File: config.mk
export PLATFORM = sky130hd
export DESIGN_NAME = asc_sequencer
export DESIGN_NICKNAME = d
export VERILOG_FILES = /design/src/asc_pkg.sv /design/src/asc_sequencer.sv /design/src/asc_conv_timer.sv /design/src/asc_result_file.sv
export SDC_FILE = /design/constraint.sdc
export NUM_CORES = 1
export LEC_CHECK = 0
export BUFFER_PORTS_ARGS = -buffer_cell sky130_fd_sc_hd__buf_2
export CORE_ASPECT_RATIO = 1.5
export CORE_MARGIN = 4
export CORE_UTILIZATION = 53
export DETAILED_ROUTE_END_ITERATION = 8
export PLACE_DENSITY = 0.79
export SETUP_SLACK_MARGIN = 0.02
export SYNTH_ARGS = -nofsm -noshare
export SYNTH_HDL_FRONTEND = slang
export SYNTH_HIERARCHICAL = 1
export SYNTH_SLANG_ARGS = --single-unit
export TNS_END_PERCENT = 20
File: constraint.sdc
create_clock -name SYS_CLK_I -period 2.4 [get_ports SYS_CLK_I]
set_input_delay 0.24 -clock SYS_CLK_I [delete_from_list [all_inputs] [get_ports SYS_CLK_I]]
set_output_delay 0.24 -clock SYS_CLK_I [all_outputs]
set_load 0.05 [all_outputs]
File: src/asc_pkg.sv
/*
 * Shared constants for the converter sequencer control: internal bus
 * offsets, control/status field positions, reset values, trigger
 * encodings and conversion timing.
 * Assumes an 8-bit internal register bus with a byte address.
 */
`default_nettype none
package asc_pkg;

    // --------------------------------------------------------------
    // internal bus byte offsets
    // --------------------------------------------------------------
    localparam logic [3:0] ADDR_RES_A_HI = 4'h0;
    localparam logic [3:0] ADDR_RES_A_LO = 4'h1;
    localparam logic [3:0] ADDR_RES_B_HI = 4'h2;
    localparam logic [3:0] ADDR_RES_B_LO = 4'h3;
    localparam logic [3:0] ADDR_RES_C_HI = 4'h4;
    localparam logic [3:0] ADDR_RES_C_LO = 4'h5;
    localparam logic [3:0] ADDR_RES_D_HI = 4'h6;
    localparam logic [3:0] ADDR_RES_D_LO = 4'h7;
    localparam logic [3:0] ADDR_CSR      = 4'h8;
    localparam logic [3:0] ADDR_TRIG     = 4'h9;

    // --------------------------------------------------------------
    // control/status and trigger control fields
    // --------------------------------------------------------------
    localparam int CSR_FLAG_BIT  = 7;
    localparam int CSR_IE_BIT    = 6;
    localparam int CSR_START_BIT = 5;
    localparam int CSR_SCAN_BIT  = 4;
    localparam int CSR_CKS_BIT   = 3;
    localparam int TRIG_SEL_LSB  = 6;
    localparam logic [7:0] CSR_RESET   = 8'h00;
    localparam logic [7:0] TRIG_RESET  = 8'h3f;
    localparam logic [7:0] UNMAPPED_RD = 8'h00;
    localparam logic [1:0] TRG_NONE    = 2'h0;
    localparam logic [1:0] TRG_TIMER   = 2'h2;
    localparam logic [1:0] TRG_EXT     = 2'h3;

    // --------------------------------------------------------------
    // result layout and conversion timing
    // --------------------------------------------------------------
    localparam int RES_BITS   = 10;
    localparam int RES_PAD    = 6;
    localparam logic [15:0] RES_RESET = 16'h0000;
    localparam int STATE_CYCLES     = 1;   // one state is one clock
    localparam int CONV_STATES_SLOW = 266;
    localparam int CONV_STATES_FAST = 134;
    localparam int CONV_CYC_SLOW    = CONV_STATES_SLOW * STATE_CYCLES;
    localparam int CONV_CYC_FAST    = CONV_STATES_FAST * STATE_CYCLES;

    typedef enum logic [1:0] {
        ST_IDLE,
        ST_CONV,
        ST_POST
    } asc_state_e;

endpackage
`default_nettype wire

File: src/asc_sequencer.sv
/*
 * Converter sequencer control: control/status and trigger registers,
 * single and scan sequencing, trigger selection, result routing and
 * the conversion-end request.
 * Assumes an 8-bit internal bus on the system clock, a front end that
 * presents the current channel's value on CONV_DATA_I at conversion
 * end, and standby/module-stop levels from the system controller.
 */
// Behaviour
// - eight inputs, channels 0-3 form group 0 and 4-7 form group 1
// - dedicated external trigger pin can start conversion when selected
// - four 16-bit result registers, read only to software
// - ten result bits sit in bits 15..6, low six bits read zero
// - high-byte read returns directly and latches low byte for later read
// - channels n and n+4 both land in result register n
// - end flag sets after a single conversion or a full scan pass
// - end flag clears by writing 0 after reading 1; writing 1 does nothing
// - transfer controller reading a result register clears end flag
// - conversion-end request is flag and enable together
// - writing start begins conversion; single mode clears start at end
// - scan repeats until start cleared by software, reset or low power
// - flag, enable, start and scan bits are zero after reset
// - mode bit 0 single, 1 scan; change only while stopped
// - 3-bit channel field: one channel, or group base up to field
// - trigger select 00 none, 10 timer, 11 pin, 01 prohibited
// - clock-select picks 266 or 134 states per channel
`timescale 1ns/10ps
`default_nettype none
module asc_sequencer
    import asc_pkg::*;
(
    input  wire logic                SYS_CLK_I,
    input  wire logic                RST_I,
    input  wire logic [3:0]          BUS_ADDR_I,
    input  wire logic                BUS_RD_I,
    input  wire logic                BUS_WR_I,
    input  wire logic [7:0]          BUS_WDATA_I,
    input  wire logic                XFER_READ_I,
    input  wire logic                TIMER_TRIG_I,
    input  wire logic                EXT_CONV_TRIGGER_I,
    input  wire logic                STANDBY_I,
    input  wire logic                MODULE_STOP_I,
    input  wire logic [RES_BITS-1:0] CONV_DATA_I,
    output logic      [7:0]          BUS_RDATA_O,
    output logic      [2:0]          CONV_CHAN_O,
    output logic                     CONV_BUSY_O,
    output logic                     CONV_END_IRQ_O
);
    // ------------------------------------------------------------------
    // register state
    // ------------------------------------------------------------------
    logic       conv_end_flag;
    logic       conv_irq_enable;
    logic       conv_start_bit;
    logic       scan_mode;
    logic       conv_time_sel;
    logic [2:0] chan_sel;
    logic [1:0] trig_sel;
    logic [5:0] trig_rsv;
    logic       flag_armed;
    logic [2:0] cur_chan;
    logic [7:0] rdata;
    logic       ext_meta;
    logic       ext_sync;
    logic       ext_prev;
    asc_state_e state;
    asc_state_e next_state;

    // ------------------------------------------------------------------
    // bus decode
    // ------------------------------------------------------------------
    wire csr_sel  = (BUS_ADDR_I == ADDR_CSR);
    wire trig_hit = (BUS_ADDR_I == ADDR_TRIG);
    wire res_sel  = (BUS_ADDR_I <= ADDR_RES_D_LO);
    wire csr_wr   = BUS_WR_I & csr_sel;
    wire csr_rd   = BUS_RD_I & csr_sel;
    wire trig_wr  = BUS_WR_I & trig_hit;
    wire res_rd   = BUS_RD_I & res_sel;
    wire rd_hi    = res_rd & ~BUS_ADDR_I[0];
    wire [7:0] res_hi;
    wire [7:0] res_lo;
    wire [7:0] csr_val = {conv_end_flag, conv_irq_enable, conv_start_bit,
                          scan_mode, conv_time_sel, chan_sel};
    // result writes from the bus fall through: no write path exists
    wire [7:0] next_rdata = !BUS_RD_I ? rdata :
                            res_rd    ? (BUS_ADDR_I[0] ? res_lo : res_hi) :
                            csr_sel   ? csr_val :
                            trig_hit  ? {trig_sel, trig_rsv} :
                                        UNMAPPED_RD;

    // ------------------------------------------------------------------
    // triggers and low power
    // ------------------------------------------------------------------
    // standby and module stop come from the system controller's clock
    wire low_power = STANDBY_I | MODULE_STOP_I;
    wire ext_fall  = ext_prev & ~ext_sync;
    // the prohibited code 01 is treated like 00: no hardware start
    wire hw_trig   = ((trig_sel == TRG_TIMER) & TIMER_TRIG_I) |
                     ((trig_sel == TRG_EXT) & ext_fall);

    // ------------------------------------------------------------------
    // sequencing terms
    // ------------------------------------------------------------------
    wire [2:0] group_base = {chan_sel[2], 2'b00};
    wire       last_chan  = (cur_chan == chan_sel);
    wire       abort      = ~conv_start_bit | low_power;
    wire       tmr_done;
    wire       res_we     = (state == ST_CONV) & tmr_done & ~abort;
    wire       set_flag   = (state == ST_POST) & (~scan_mode | last_chan);
    wire       single_end = (state == ST_POST) & ~scan_mode;

    // ------------------------------------------------------------------
    // control/status next values
    // ------------------------------------------------------------------
    wire sw_clr    = csr_wr & ~BUS_WDATA_I[CSR_FLAG_BIT] & flag_armed;
    wire xfer_clr  = res_rd & XFER_READ_I;
    // a set in the same cycle as a clear wins
    wire next_flag = set_flag |
                     (conv_end_flag & ~sw_clr & ~xfer_clr);
    wire next_armed = (csr_rd & conv_end_flag) | (flag_armed & ~csr_wr);
    wire start_set  = hw_trig | (csr_wr & BUS_WDATA_I[CSR_START_BIT]);
    wire next_start = start_set |
                      (conv_start_bit & ~csr_wr & ~single_end);
    wire cont       = scan_mode & next_start & ~low_power;
    wire tmr_start  = ((state == ST_IDLE) & conv_start_bit & ~low_power) |
                      ((state == ST_POST) & cont);
    wire tmr_abort  = (state == ST_CONV) & abort;
    wire [2:0] next_chan =
        (state == ST_IDLE) ? (scan_mode ? group_base : chan_sel) :
        last_chan          ? group_base :
                             cur_chan + 3'h1;

    // ------------------------------------------------------------------
    // state machine
    // ------------------------------------------------------------------
    always_comb begin
        next_state = state;
        unique case (state)
            ST_IDLE: if (tmr_start) next_state = ST_CONV;
            ST_CONV: begin
                if (abort) next_state = ST_IDLE;
                else if (tmr_done) next_state = ST_POST;
            end
            ST_POST: next_state = cont ? ST_CONV : ST_IDLE;
        endcase
    end

    // ------------------------------------------------------------------
    // submodules
    // ------------------------------------------------------------------
    asc_conv_timer u_timer (
        .clk_i   (SYS_CLK_I),
        .rst_i   (RST_I),
        .start_i (tmr_start),
        .abort_i (tmr_abort),
        .fast_i  (conv_time_sel),
        .done_o  (tmr_done)
    );

    asc_result_file #(.NUM(4)) u_results (
        .clk_i   (SYS_CLK_I),
        .rst_i   (RST_I),
        .we_i    (res_we),
        .widx_i  (cur_chan[1:0]),
        .wdata_i (CONV_DATA_I),
        .rd_hi_i (rd_hi),
        .ridx_i  (BUS_ADDR_I[2:1]),
        .hi_o    (res_hi),
        .lo_o    (res_lo)
    );

    // ------------------------------------------------------------------
    // external trigger synchroniser
    // ------------------------------------------------------------------
    always_ff @(posedge SYS_CLK_I or posedge RST_I) begin
        if (RST_I) begin
            ext_meta <= 1'b1;
            ext_sync <= 1'b1;
            ext_prev <= 1'b1;
        end else begin
            ext_meta <= EXT_CONV_TRIGGER_I;
            ext_sync <= ext_meta;
            ext_prev <= ext_sync;
        end
    end

    // ------------------------------------------------------------------
    // control/status register
    // ------------------------------------------------------------------
    // low power clears the whole register just as reset does
    always_ff @(posedge SYS_CLK_I or posedge RST_I) begin
        if (RST_I) begin
            {conv_end_flag, conv_irq_enable, conv_start_bit,
             scan_mode, conv_time_sel, chan_sel} <= CSR_RESET;
            flag_armed <= 1'b0;
        end else if (low_power) begin
            {conv_end_flag, conv_irq_enable, conv_start_bit,
             scan_mode, conv_time_sel, chan_sel} <= CSR_RESET;
            flag_armed <= 1'b0;
        end else begin
            conv_end_flag  <= next_flag;
            conv_start_bit <= next_start;
            flag_armed     <= next_armed;
            if (csr_wr) begin
                conv_irq_enable <= BUS_WDATA_I[CSR_IE_BIT];
                scan_mode       <= BUS_WDATA_I[CSR_SCAN_BIT];
                conv_time_sel   <= BUS_WDATA_I[CSR_CKS_BIT];
                chan_sel        <= BUS_WDATA_I[2:0];
            end
        end
    end

    // ------------------------------------------------------------------
    // trigger control, sequencer state and read data
    // ------------------------------------------------------------------
    always_ff @(posedge SYS_CLK_I or posedge RST_I) begin
        if (RST_I) begin
            {trig_sel, trig_rsv} <= TRIG_RESET;
            state    <= ST_IDLE;
            cur_chan <= 3'h0;
            rdata    <= 8'h00;
        end else begin
            if (trig_wr) begin
                {trig_sel, trig_rsv} <= BUS_WDATA_I;
            end
            state <= low_power ? ST_IDLE : next_state;
            if (tmr_start) begin
                cur_chan <= next_chan;
            end
            rdata <= next_rdata;
        end
    end

    assign BUS_RDATA_O    = rdata;
    assign CONV_CHAN_O    = cur_chan;
    assign CONV_BUSY_O    = (state == ST_CONV);
    assign CONV_END_IRQ_O = conv_end_flag & conv_irq_enable;

    // ------------------------------------------------------------------
    // check helpers
    // ------------------------------------------------------------------
    // cycles spent in the running conversion; counted apart from the
    // timer so the timing check does not lean on the timer's own count
    localparam logic [8:0] SLOW_LAST = 9'(CONV_CYC_SLOW - 1);
    localparam logic [8:0] FAST_LAST = 9'(CONV_CYC_FAST - 1);
    logic [8:0] conv_age;
    wire  [8:0] conv_last = conv_time_sel ? FAST_LAST : SLOW_LAST;

    always_ff @(posedge SYS_CLK_I or posedge RST_I) begin
        if (RST_I) begin
            conv_age <= 9'h000;
        end else begin
            conv_age <= CONV_BUSY_O ? conv_age + 9'h001 : 9'h000;
        end
    end

    // ------------------------------------------------------------------
    // checks
    // ------------------------------------------------------------------
    a_irq_gate : assert property (
        @(posedge SYS_CLK_I) disable iff (RST_I)
        $rose(conv_end_flag) && conv_irq_enable |-> CONV_END_IRQ_O
    ) else $error("end request missing while enabled");

    a_result_first : assert property (
        @(posedge SYS_CLK_I) disable iff (RST_I)
        $rose(conv_end_flag) |-> $past(res_we, 2)
    ) else $error("end flag rose without a fresh result");

    a_single_stop : assert property (
        @(posedge SYS_CLK_I) disable iff (RST_I)
        (state == ST_POST) && !scan_mode && !start_set |=>
            !conv_start_bit && (state == ST_IDLE)
    ) else $error("single mode did not clear start");

    a_scan_keeps : assert property (
        @(posedge SYS_CLK_I) disable iff (RST_I)
        (state == ST_POST) && scan_mode && conv_start_bit && !csr_wr &&
            !low_power |=> conv_start_bit && (state == ST_CONV)
    ) else $error("scan stopped on its own");

    a_write_one : assert property (
        @(posedge SYS_CLK_I) disable iff (RST_I)
        !conv_end_flag && csr_wr && BUS_WDATA_I[CSR_FLAG_BIT] &&
            !set_flag |=> !conv_end_flag
    ) else $error("writing one set the end flag");

    a_low_zero : assert property (
        @(posedge SYS_CLK_I) disable iff (RST_I)
        res_rd && BUS_ADDR_I[0] |=> BUS_RDATA_O[5:0] == 6'h00
    ) else $error("result pad bits not zero");

    a_scan_range : assert property (
        @(posedge SYS_CLK_I) disable iff (RST_I)
        CONV_BUSY_O && scan_mode |->
            cur_chan >= group_base && cur_chan <= chan_sel
    ) else $error("scan channel outside selected range");

    a_conv_slow : assert property (
        @(posedge SYS_CLK_I) disable iff (RST_I)
        CONV_BUSY_O |-> (conv_age < conv_last && !tmr_done) ||
            (conv_age == conv_last && tmr_done)
    ) else $error("conversion time wrong");

    a_ext_start : assert property (
        @(posedge SYS_CLK_I) disable iff (RST_I)
        ext_fall && trig_sel == TRG_EXT && !low_power |=> conv_start_bit
    ) else $error("pin trigger did not start conversion");

endmodule
`default_nettype wire

File: src/asc_conv_timer.sv
/*
 * Per-channel conversion timer: counts the conversion time chosen by
 * the clock-select bit and pulses done at its end.
 * Assumes start and abort come from logic on the same clock.
 */
`timescale 1ns/10ps
`default_nettype none
module asc_conv_timer
    import asc_pkg::*;
(
    input  wire logic clk_i,
    input  wire logic rst_i,
    input  wire logic start_i,
    input  wire logic abort_i,
    input  wire logic fast_i,
    output logic      done_o
);
    localparam logic [8:0] LOAD_SLOW = 9'(CONV_CYC_SLOW - 1);
    localparam logic [8:0] LOAD_FAST = 9'(CONV_CYC_FAST - 1);

    logic [8:0] cnt;
    logic       run;
    wire  [8:0] load_val = fast_i ? LOAD_FAST : LOAD_SLOW;
    wire        at_end   = run & (cnt == 9'h000);

    // ------------------------------------------------------------------
    // countdown
    // ------------------------------------------------------------------
    // done comes from the counter itself so it never leads the count
    always_ff @(posedge clk_i or posedge rst_i) begin
        if (rst_i) begin
            cnt <= 9'h000;
            run <= 1'b0;
        end else if (start_i) begin
            cnt <= load_val;
            run <= 1'b1;
        end else if (abort_i | at_end) begin
            run <= 1'b0;
        end else if (run) begin
            cnt <= cnt - 9'h001;
        end
    end

    assign done_o = at_end & ~abort_i;

endmodule
`default_nettype wire

File: src/asc_result_file.sv
/*
 * Result store: four read-only result words with byte readout through
 * a temporary latch for the low byte.
 * Assumes the owner decodes the bus and writes one entry at a time.
 */
`timescale 1ns/10ps
`default_nettype none
module asc_result_file
    import asc_pkg::*;
#(
    parameter int NUM = 4
)(
    input  wire logic                clk_i,
    input  wire logic                rst_i,
    input  wire logic                we_i,
    input  wire logic [1:0]          widx_i,
    input  wire logic [RES_BITS-1:0] wdata_i,
    input  wire logic                rd_hi_i,
    input  wire logic [1:0]          ridx_i,
    output logic      [7:0]          hi_o,
    output logic      [7:0]          lo_o
);
    logic [15:0] res [NUM];
    logic [7:0]  tmp;

    // ------------------------------------------------------------------
    // result words, left aligned with zero pad
    // ------------------------------------------------------------------
    for (genvar i = 0; i < NUM; i++) begin : g_res
        always_ff @(posedge clk_i or posedge rst_i) begin
            if (rst_i) begin
                res[i] <= RES_RESET;
            end else if (we_i && (widx_i == 2'(i))) begin
                res[i] <= {wdata_i, {RES_PAD{1'b0}}};
            end
        end
    end

    // low byte is frozen at the high-byte read so both halves match
    always_ff @(posedge clk_i or posedge rst_i) begin
        if (rst_i) begin
            tmp <= 8'h00;
        end else if (rd_hi_i) begin
            tmp <= res[ridx_i][7:0];
        end
    end

    assign hi_o = res[ridx_i][15:8];
    assign lo_o = tmp;

endmodule
`default_nettype wire

==> impl_metrics.toml <==
[grt]
pin_count_of_the_biggest_net_entering_global_routing = 43
antenna_found_initial = 0
globalRouteOverflowTotal = 0
grt_pass1_vias = 3184
grt_first_pass_wirelength_mm = 15.6
globalRouteTotalUtil_pct = 20.8

[timing]
final_period_minus_worst_setup_slack_ns = 2.39
timing.slew.headroom_pct = 65.4
setup_violations = 0
clock.fmax_ghz = 0.418
timing.final.crit_share_pct = 99.8
rsz0062_at_grt = "yes"
slew_viol_final = 0
final-hold-violation-count = 0
worst_pin_slew_ns = 0.519
whs_ns = 0.130
finClkSkew_ns = 0.0101

[synthesis]
number_of_enable_type_register_cells_in_the_synthesized_netlist = 0
netlist_area_um2 = 4400
syn-instance-count = 354
netlist-cell-type-count = 63
synth_area_per_cell_um2 = 12.4
synth_async_sr_flop_share_pct = 100
synth-seq-cells = 85
yosys_warnings = 6
seq_total_area_yosys_pct = 48.6
synthFlopType = "sky130_fd_sc_hd__dfrtp_1"

[placement]
place.gp.congestion = 0.805
number_of_buffer_cells_added_on_primary_ports = 43
place.detailed.instances = 509
post-dp-hpwl_mm = 7.02

[floorplan]
die_x_um = 82.4
io-pin-count = 44
initial_utilization_pct = 54.7
core_region_area_um2 = 8060
std_cell_rows = 40
die_area_um2 = 9860
die_h_um = 120

[cells_and_area]
filler_cell_count = 613
drive_gt1_share_pct = 39.4
insertedDiodeCount = 0
final_cell_count_no_fill = 529
area.growth.synth_to_final_pct = 18.5
finish.net_count = 455

[worst_setup_path]
cp-end-kind = "register"
critical-path-top-delay-family = "simple AND/OR/NAND/NOR gates"
critPathRequiredTime_ns = 2.62
timing.reg2reg.setup_slack_ns = 0.005
path_type_of_the_worst_setup_path = "reg -> reg"
critPathArrivalTime_ns = 2.62
crit_path_max_fanout = 5
worst_path_largest_cell_delay_ns = 0.38
critical_path.n_buffers_inverters = 2
critical_path.cell_chain = "inv_2 > ha_4 > nor2b_4 > and3b_2 > nand2_2 > nor3_2 > and3_4 > nor3b_4 > buf_6 > mux2_4"
cpMaxStageDelayCell = "sky130_fd_sc_hd__dfrtp_1"
setup.worst_path.start_class = "register"

[power_and_ir_drop]
irDropWorstVdd_mv = 0.474
power-per-cell-area_nw_per_um2 = 708
p_leak_nw = 2.50

[job]
max_cap_viol_count = 0

[routing]
avgRoutedWirePerCell_um = 19.0
post-route-drc-count = 0
vias = 3119
vias_per_cell = 5.90
route.antenna.remaining_nets = 0
finalWirelength_mm = 10.0
drt_pre_antenna_iters = 5
first_iter_violations = 176

[clock_network]
cts_htree_levels = 3
clkTransAtPathRegs_ns = 0.07
clock_tree.root_cell = "sky130_fd_sc_hd__clkbuf_16"
worst_skew_pair.late_latency_ns = 0.34
number_of_buffers_added_by_the_clock_tree_synthesis_step = 9
clock_tree_from_tritoncts = "done"
cts_sinks = 85
ctsLongestPathBuffers = 2

[min_path]
hold_path_class = "in -> reg"

[run_status]
outcome = "finished clean"
==> cells by family (layout without fill, tap and decap cells) <==
kind of cell	Yosys count	in the layout	synth area share (%)
buf+inv	36	101	4.66
other cells	1	6	0.0851
xor+xnor	6	6	1.19
simple gates	83	83	11.0
flops	85	85	48.6
mux	69	69	21.4
compound gates	69	69	11.7
fa+ha+maj	5	5	1.42
==> per-stage QoR <==
| step | total power [mW] | utilization (%) | instance area, um2 | setup slack, ns | TNS, ns |
|---|---|---|---|---|---|
| 3_5_place_dp | 2.37 | 59.8 | 4820 | -0.0698 | -0.875 |
| 5_1_grt | 3.86 | 64.8 | 5220 | -0.0641 | -0.545 |
| 6_report | 3.69 | 64.8 | 5220 | 0.00518 | 0 |
| 4_1_cts | 3.69 | 63.7 | 5130 | 0.0312 | 0 |
| 2_1_floorplan | 2.17 | - | 4440 | 0.0501 | 0 |
| 3_3_place_gp | 2.34 | 59.8 | 4820 | -0.00770 | -0.0698 |
==> final cells by class <==
type	instances	area [um2]	area share [%]
tap	105	131	2.52
inverter	15	56.3	1.08
sequential	85	2140	41.0
clock buffer	10	239	4.58
timing repair buffer	70	443	8.49
clock inverter	6	45.0	0.863
multi-input combinational	238	2170	41.5
==> flip-flops by register name, summed over array words and instances (netlist names), 2 cells and up <==
signal / count
BUS_RDATA_O: 8
CONV_CHAN_O: 3
chan_sel: 3
state: 2
trig_rsv: 6
trig_sel: 2
u_results/lo_o: 2
u_results/res: 40
u_timer/cnt: 9
==> per-layer routing <==
layer  GRT usage, %  part of all wire (%)  up-vias
met4           8.21                   2.4        0
met1           25.3                    39     1598
li1               -                     -     1410
met2           35.5                    54       88
met5              0                     0        -
met3           3.68                   4.1       23
==> cell usage after synthesis, types with 3 or more instances <==
cell type,count,area [um2]
sky130_fd_sc_hd__dfrtp_1,76,1900
sky130_fd_sc_hd__mux2_2,26,293
sky130_fd_sc_hd__nand2_1,22,82.6
sky130_fd_sc_hd__mux2_4,20,300
sky130_fd_sc_hd__a21oi_1,18,90.1
sky130_fd_sc_hd__nor2_1,18,67.6
sky130_fd_sc_hd__inv_1,15,56.3
sky130_fd_sc_hd__dfstp_2,9,236
sky130_fd_sc_hd__mux2_1,9,101
sky130_fd_sc_hd__a211oi_1,8,60.1
sky130_fd_sc_hd__a22oi_1,7,52.6
sky130_fd_sc_hd__buf_4,7,52.6
sky130_fd_sc_hd__mux2i_1,6,60.1
sky130_fd_sc_hd__mux4_2,6,135
sky130_fd_sc_hd__nor2b_1,6,37.5
sky130_fd_sc_hd__and2b_1,5,37.5
sky130_fd_sc_hd__buf_6,5,56.3
sky130_fd_sc_hd__ha_1,5,62.6
sky130_fd_sc_hd__nand2b_1,5,31.3
sky130_fd_sc_hd__xor2_1,5,43.8
sky130_fd_sc_hd__a22o_1,4,35.0
sky130_fd_sc_hd__buf_2,4,20.0
sky130_fd_sc_hd__clkbuf_1,4,15.0
sky130_fd_sc_hd__nand3_1,4,20.0
sky130_fd_sc_hd__o21ai_0,4,20.0
sky130_fd_sc_hd__a221oi_1,3,26.3
sky130_fd_sc_hd__nand3b_1,3,22.5
sky130_fd_sc_hd__o221ai_1,3,26.3
sky130_fd_sc_hd__o31ai_1,3,22.5
==> power by group <==
| part | internal [mW] | total, mW | leakage [nW] | switching (mW) |
|---|---|---|---|---|
| clock | 0.737 | 1.32 | 0.143 | 0.587 |
| sequential | 1.58 | 1.71 | 1.12 | 0.132 |
| combinational | 0.290 | 0.660 | 1.24 | 0.370 |
| total | 2.61 | 3.69 | 2.50 | 1.09 |
==> what timing repair did <==
| action | 4_1_cts | 5_1_grt |
|---|---|---|
| resized for setup | 3 | 22 |
| hold endpoints to repair | 11 | 0 |
| hold buffers | 2 | 0 |
| gates cloned | 0 | 1 |
| setup buffers | 0 | 1 |
| pin swaps | 0 | 3 |
| setup endpoints to repair | 20 | 41 |
==> path summary, 6_finish.rpt <==
check	endpoint	cells after the start	start
min in group asynchronous	u_timer/cnt[4]$_DFFE_PP0P_	3	RST_I
max in group asynchronous	u_results/lo_o[6]$_DFFE_PP0P_	4	RST_I
setup / recovery	u_results/res[63]$_DFFE_PP0P_	10	state[1]$_DFFE_PP0P_
setup reg to reg	u_results/res[63]$_DFFE_PP0P_	10	state[1]$_DFFE_PP0P_
hold reg to reg	ext_prev$_DFF_PP1_	0	ext_sync$_DFF_PP1_
hold / removal	trig_sel[0]$_DFFE_PP0P_	2	BUS_WDATA_I[6]
==> cell usage in the layout (no fill, tap or decap), types with 4 or more instances in the layout <==
master                      synthesis  final
sky130_fd_sc_hd__dfrtp_1           76     76
sky130_fd_sc_hd__buf_2              4     43
sky130_fd_sc_hd__mux2_4            20     30
sky130_fd_sc_hd__buf_4              7     22
sky130_fd_sc_hd__nand2_1           22     21
sky130_fd_sc_hd__a21oi_1           18     18
sky130_fd_sc_hd__nor2_1            18     17
sky130_fd_sc_hd__mux2_2            26     16
sky130_fd_sc_hd__inv_1             15     14
sky130_fd_sc_hd__mux2_1             9      9
sky130_fd_sc_hd__clkbuf_16          0      9
sky130_fd_sc_hd__dfstp_2            9      9
sky130_fd_sc_hd__a211oi_1           8      8
sky130_fd_sc_hd__a22oi_1            7      7
sky130_fd_sc_hd__mux2i_1            6      6
sky130_fd_sc_hd__mux4_2             6      6
sky130_fd_sc_hd__conb_1             1      6
sky130_fd_sc_hd__nor2b_1            6      5
sky130_fd_sc_hd__nand2b_1           5      5
sky130_fd_sc_hd__and2b_1            5      5
sky130_fd_sc_hd__xor2_1             5      5
sky130_fd_sc_hd__a22o_1             4      4
sky130_fd_sc_hd__nand3_1            4      4
sky130_fd_sc_hd__o21ai_0            4      4
sky130_fd_sc_hd__ha_1               5      4
==> worst register-to-register path, stage by stage, from the launching register on <==
cell                      delay, ns
sky130_fd_sc_hd__dfrtp_1       0.38
sky130_fd_sc_hd__inv_2         0.07
sky130_fd_sc_hd__ha_4          0.16
sky130_fd_sc_hd__nor2b_4       0.12
sky130_fd_sc_hd__and3b_2       0.25
sky130_fd_sc_hd__nand2_2       0.08
sky130_fd_sc_hd__nor3_2        0.22
sky130_fd_sc_hd__and3_4        0.25
sky130_fd_sc_hd__nor3b_4       0.26
sky130_fd_sc_hd__buf_6         0.19
sky130_fd_sc_hd__mux2_4        0.31
(Power assumes the default switching activity.)
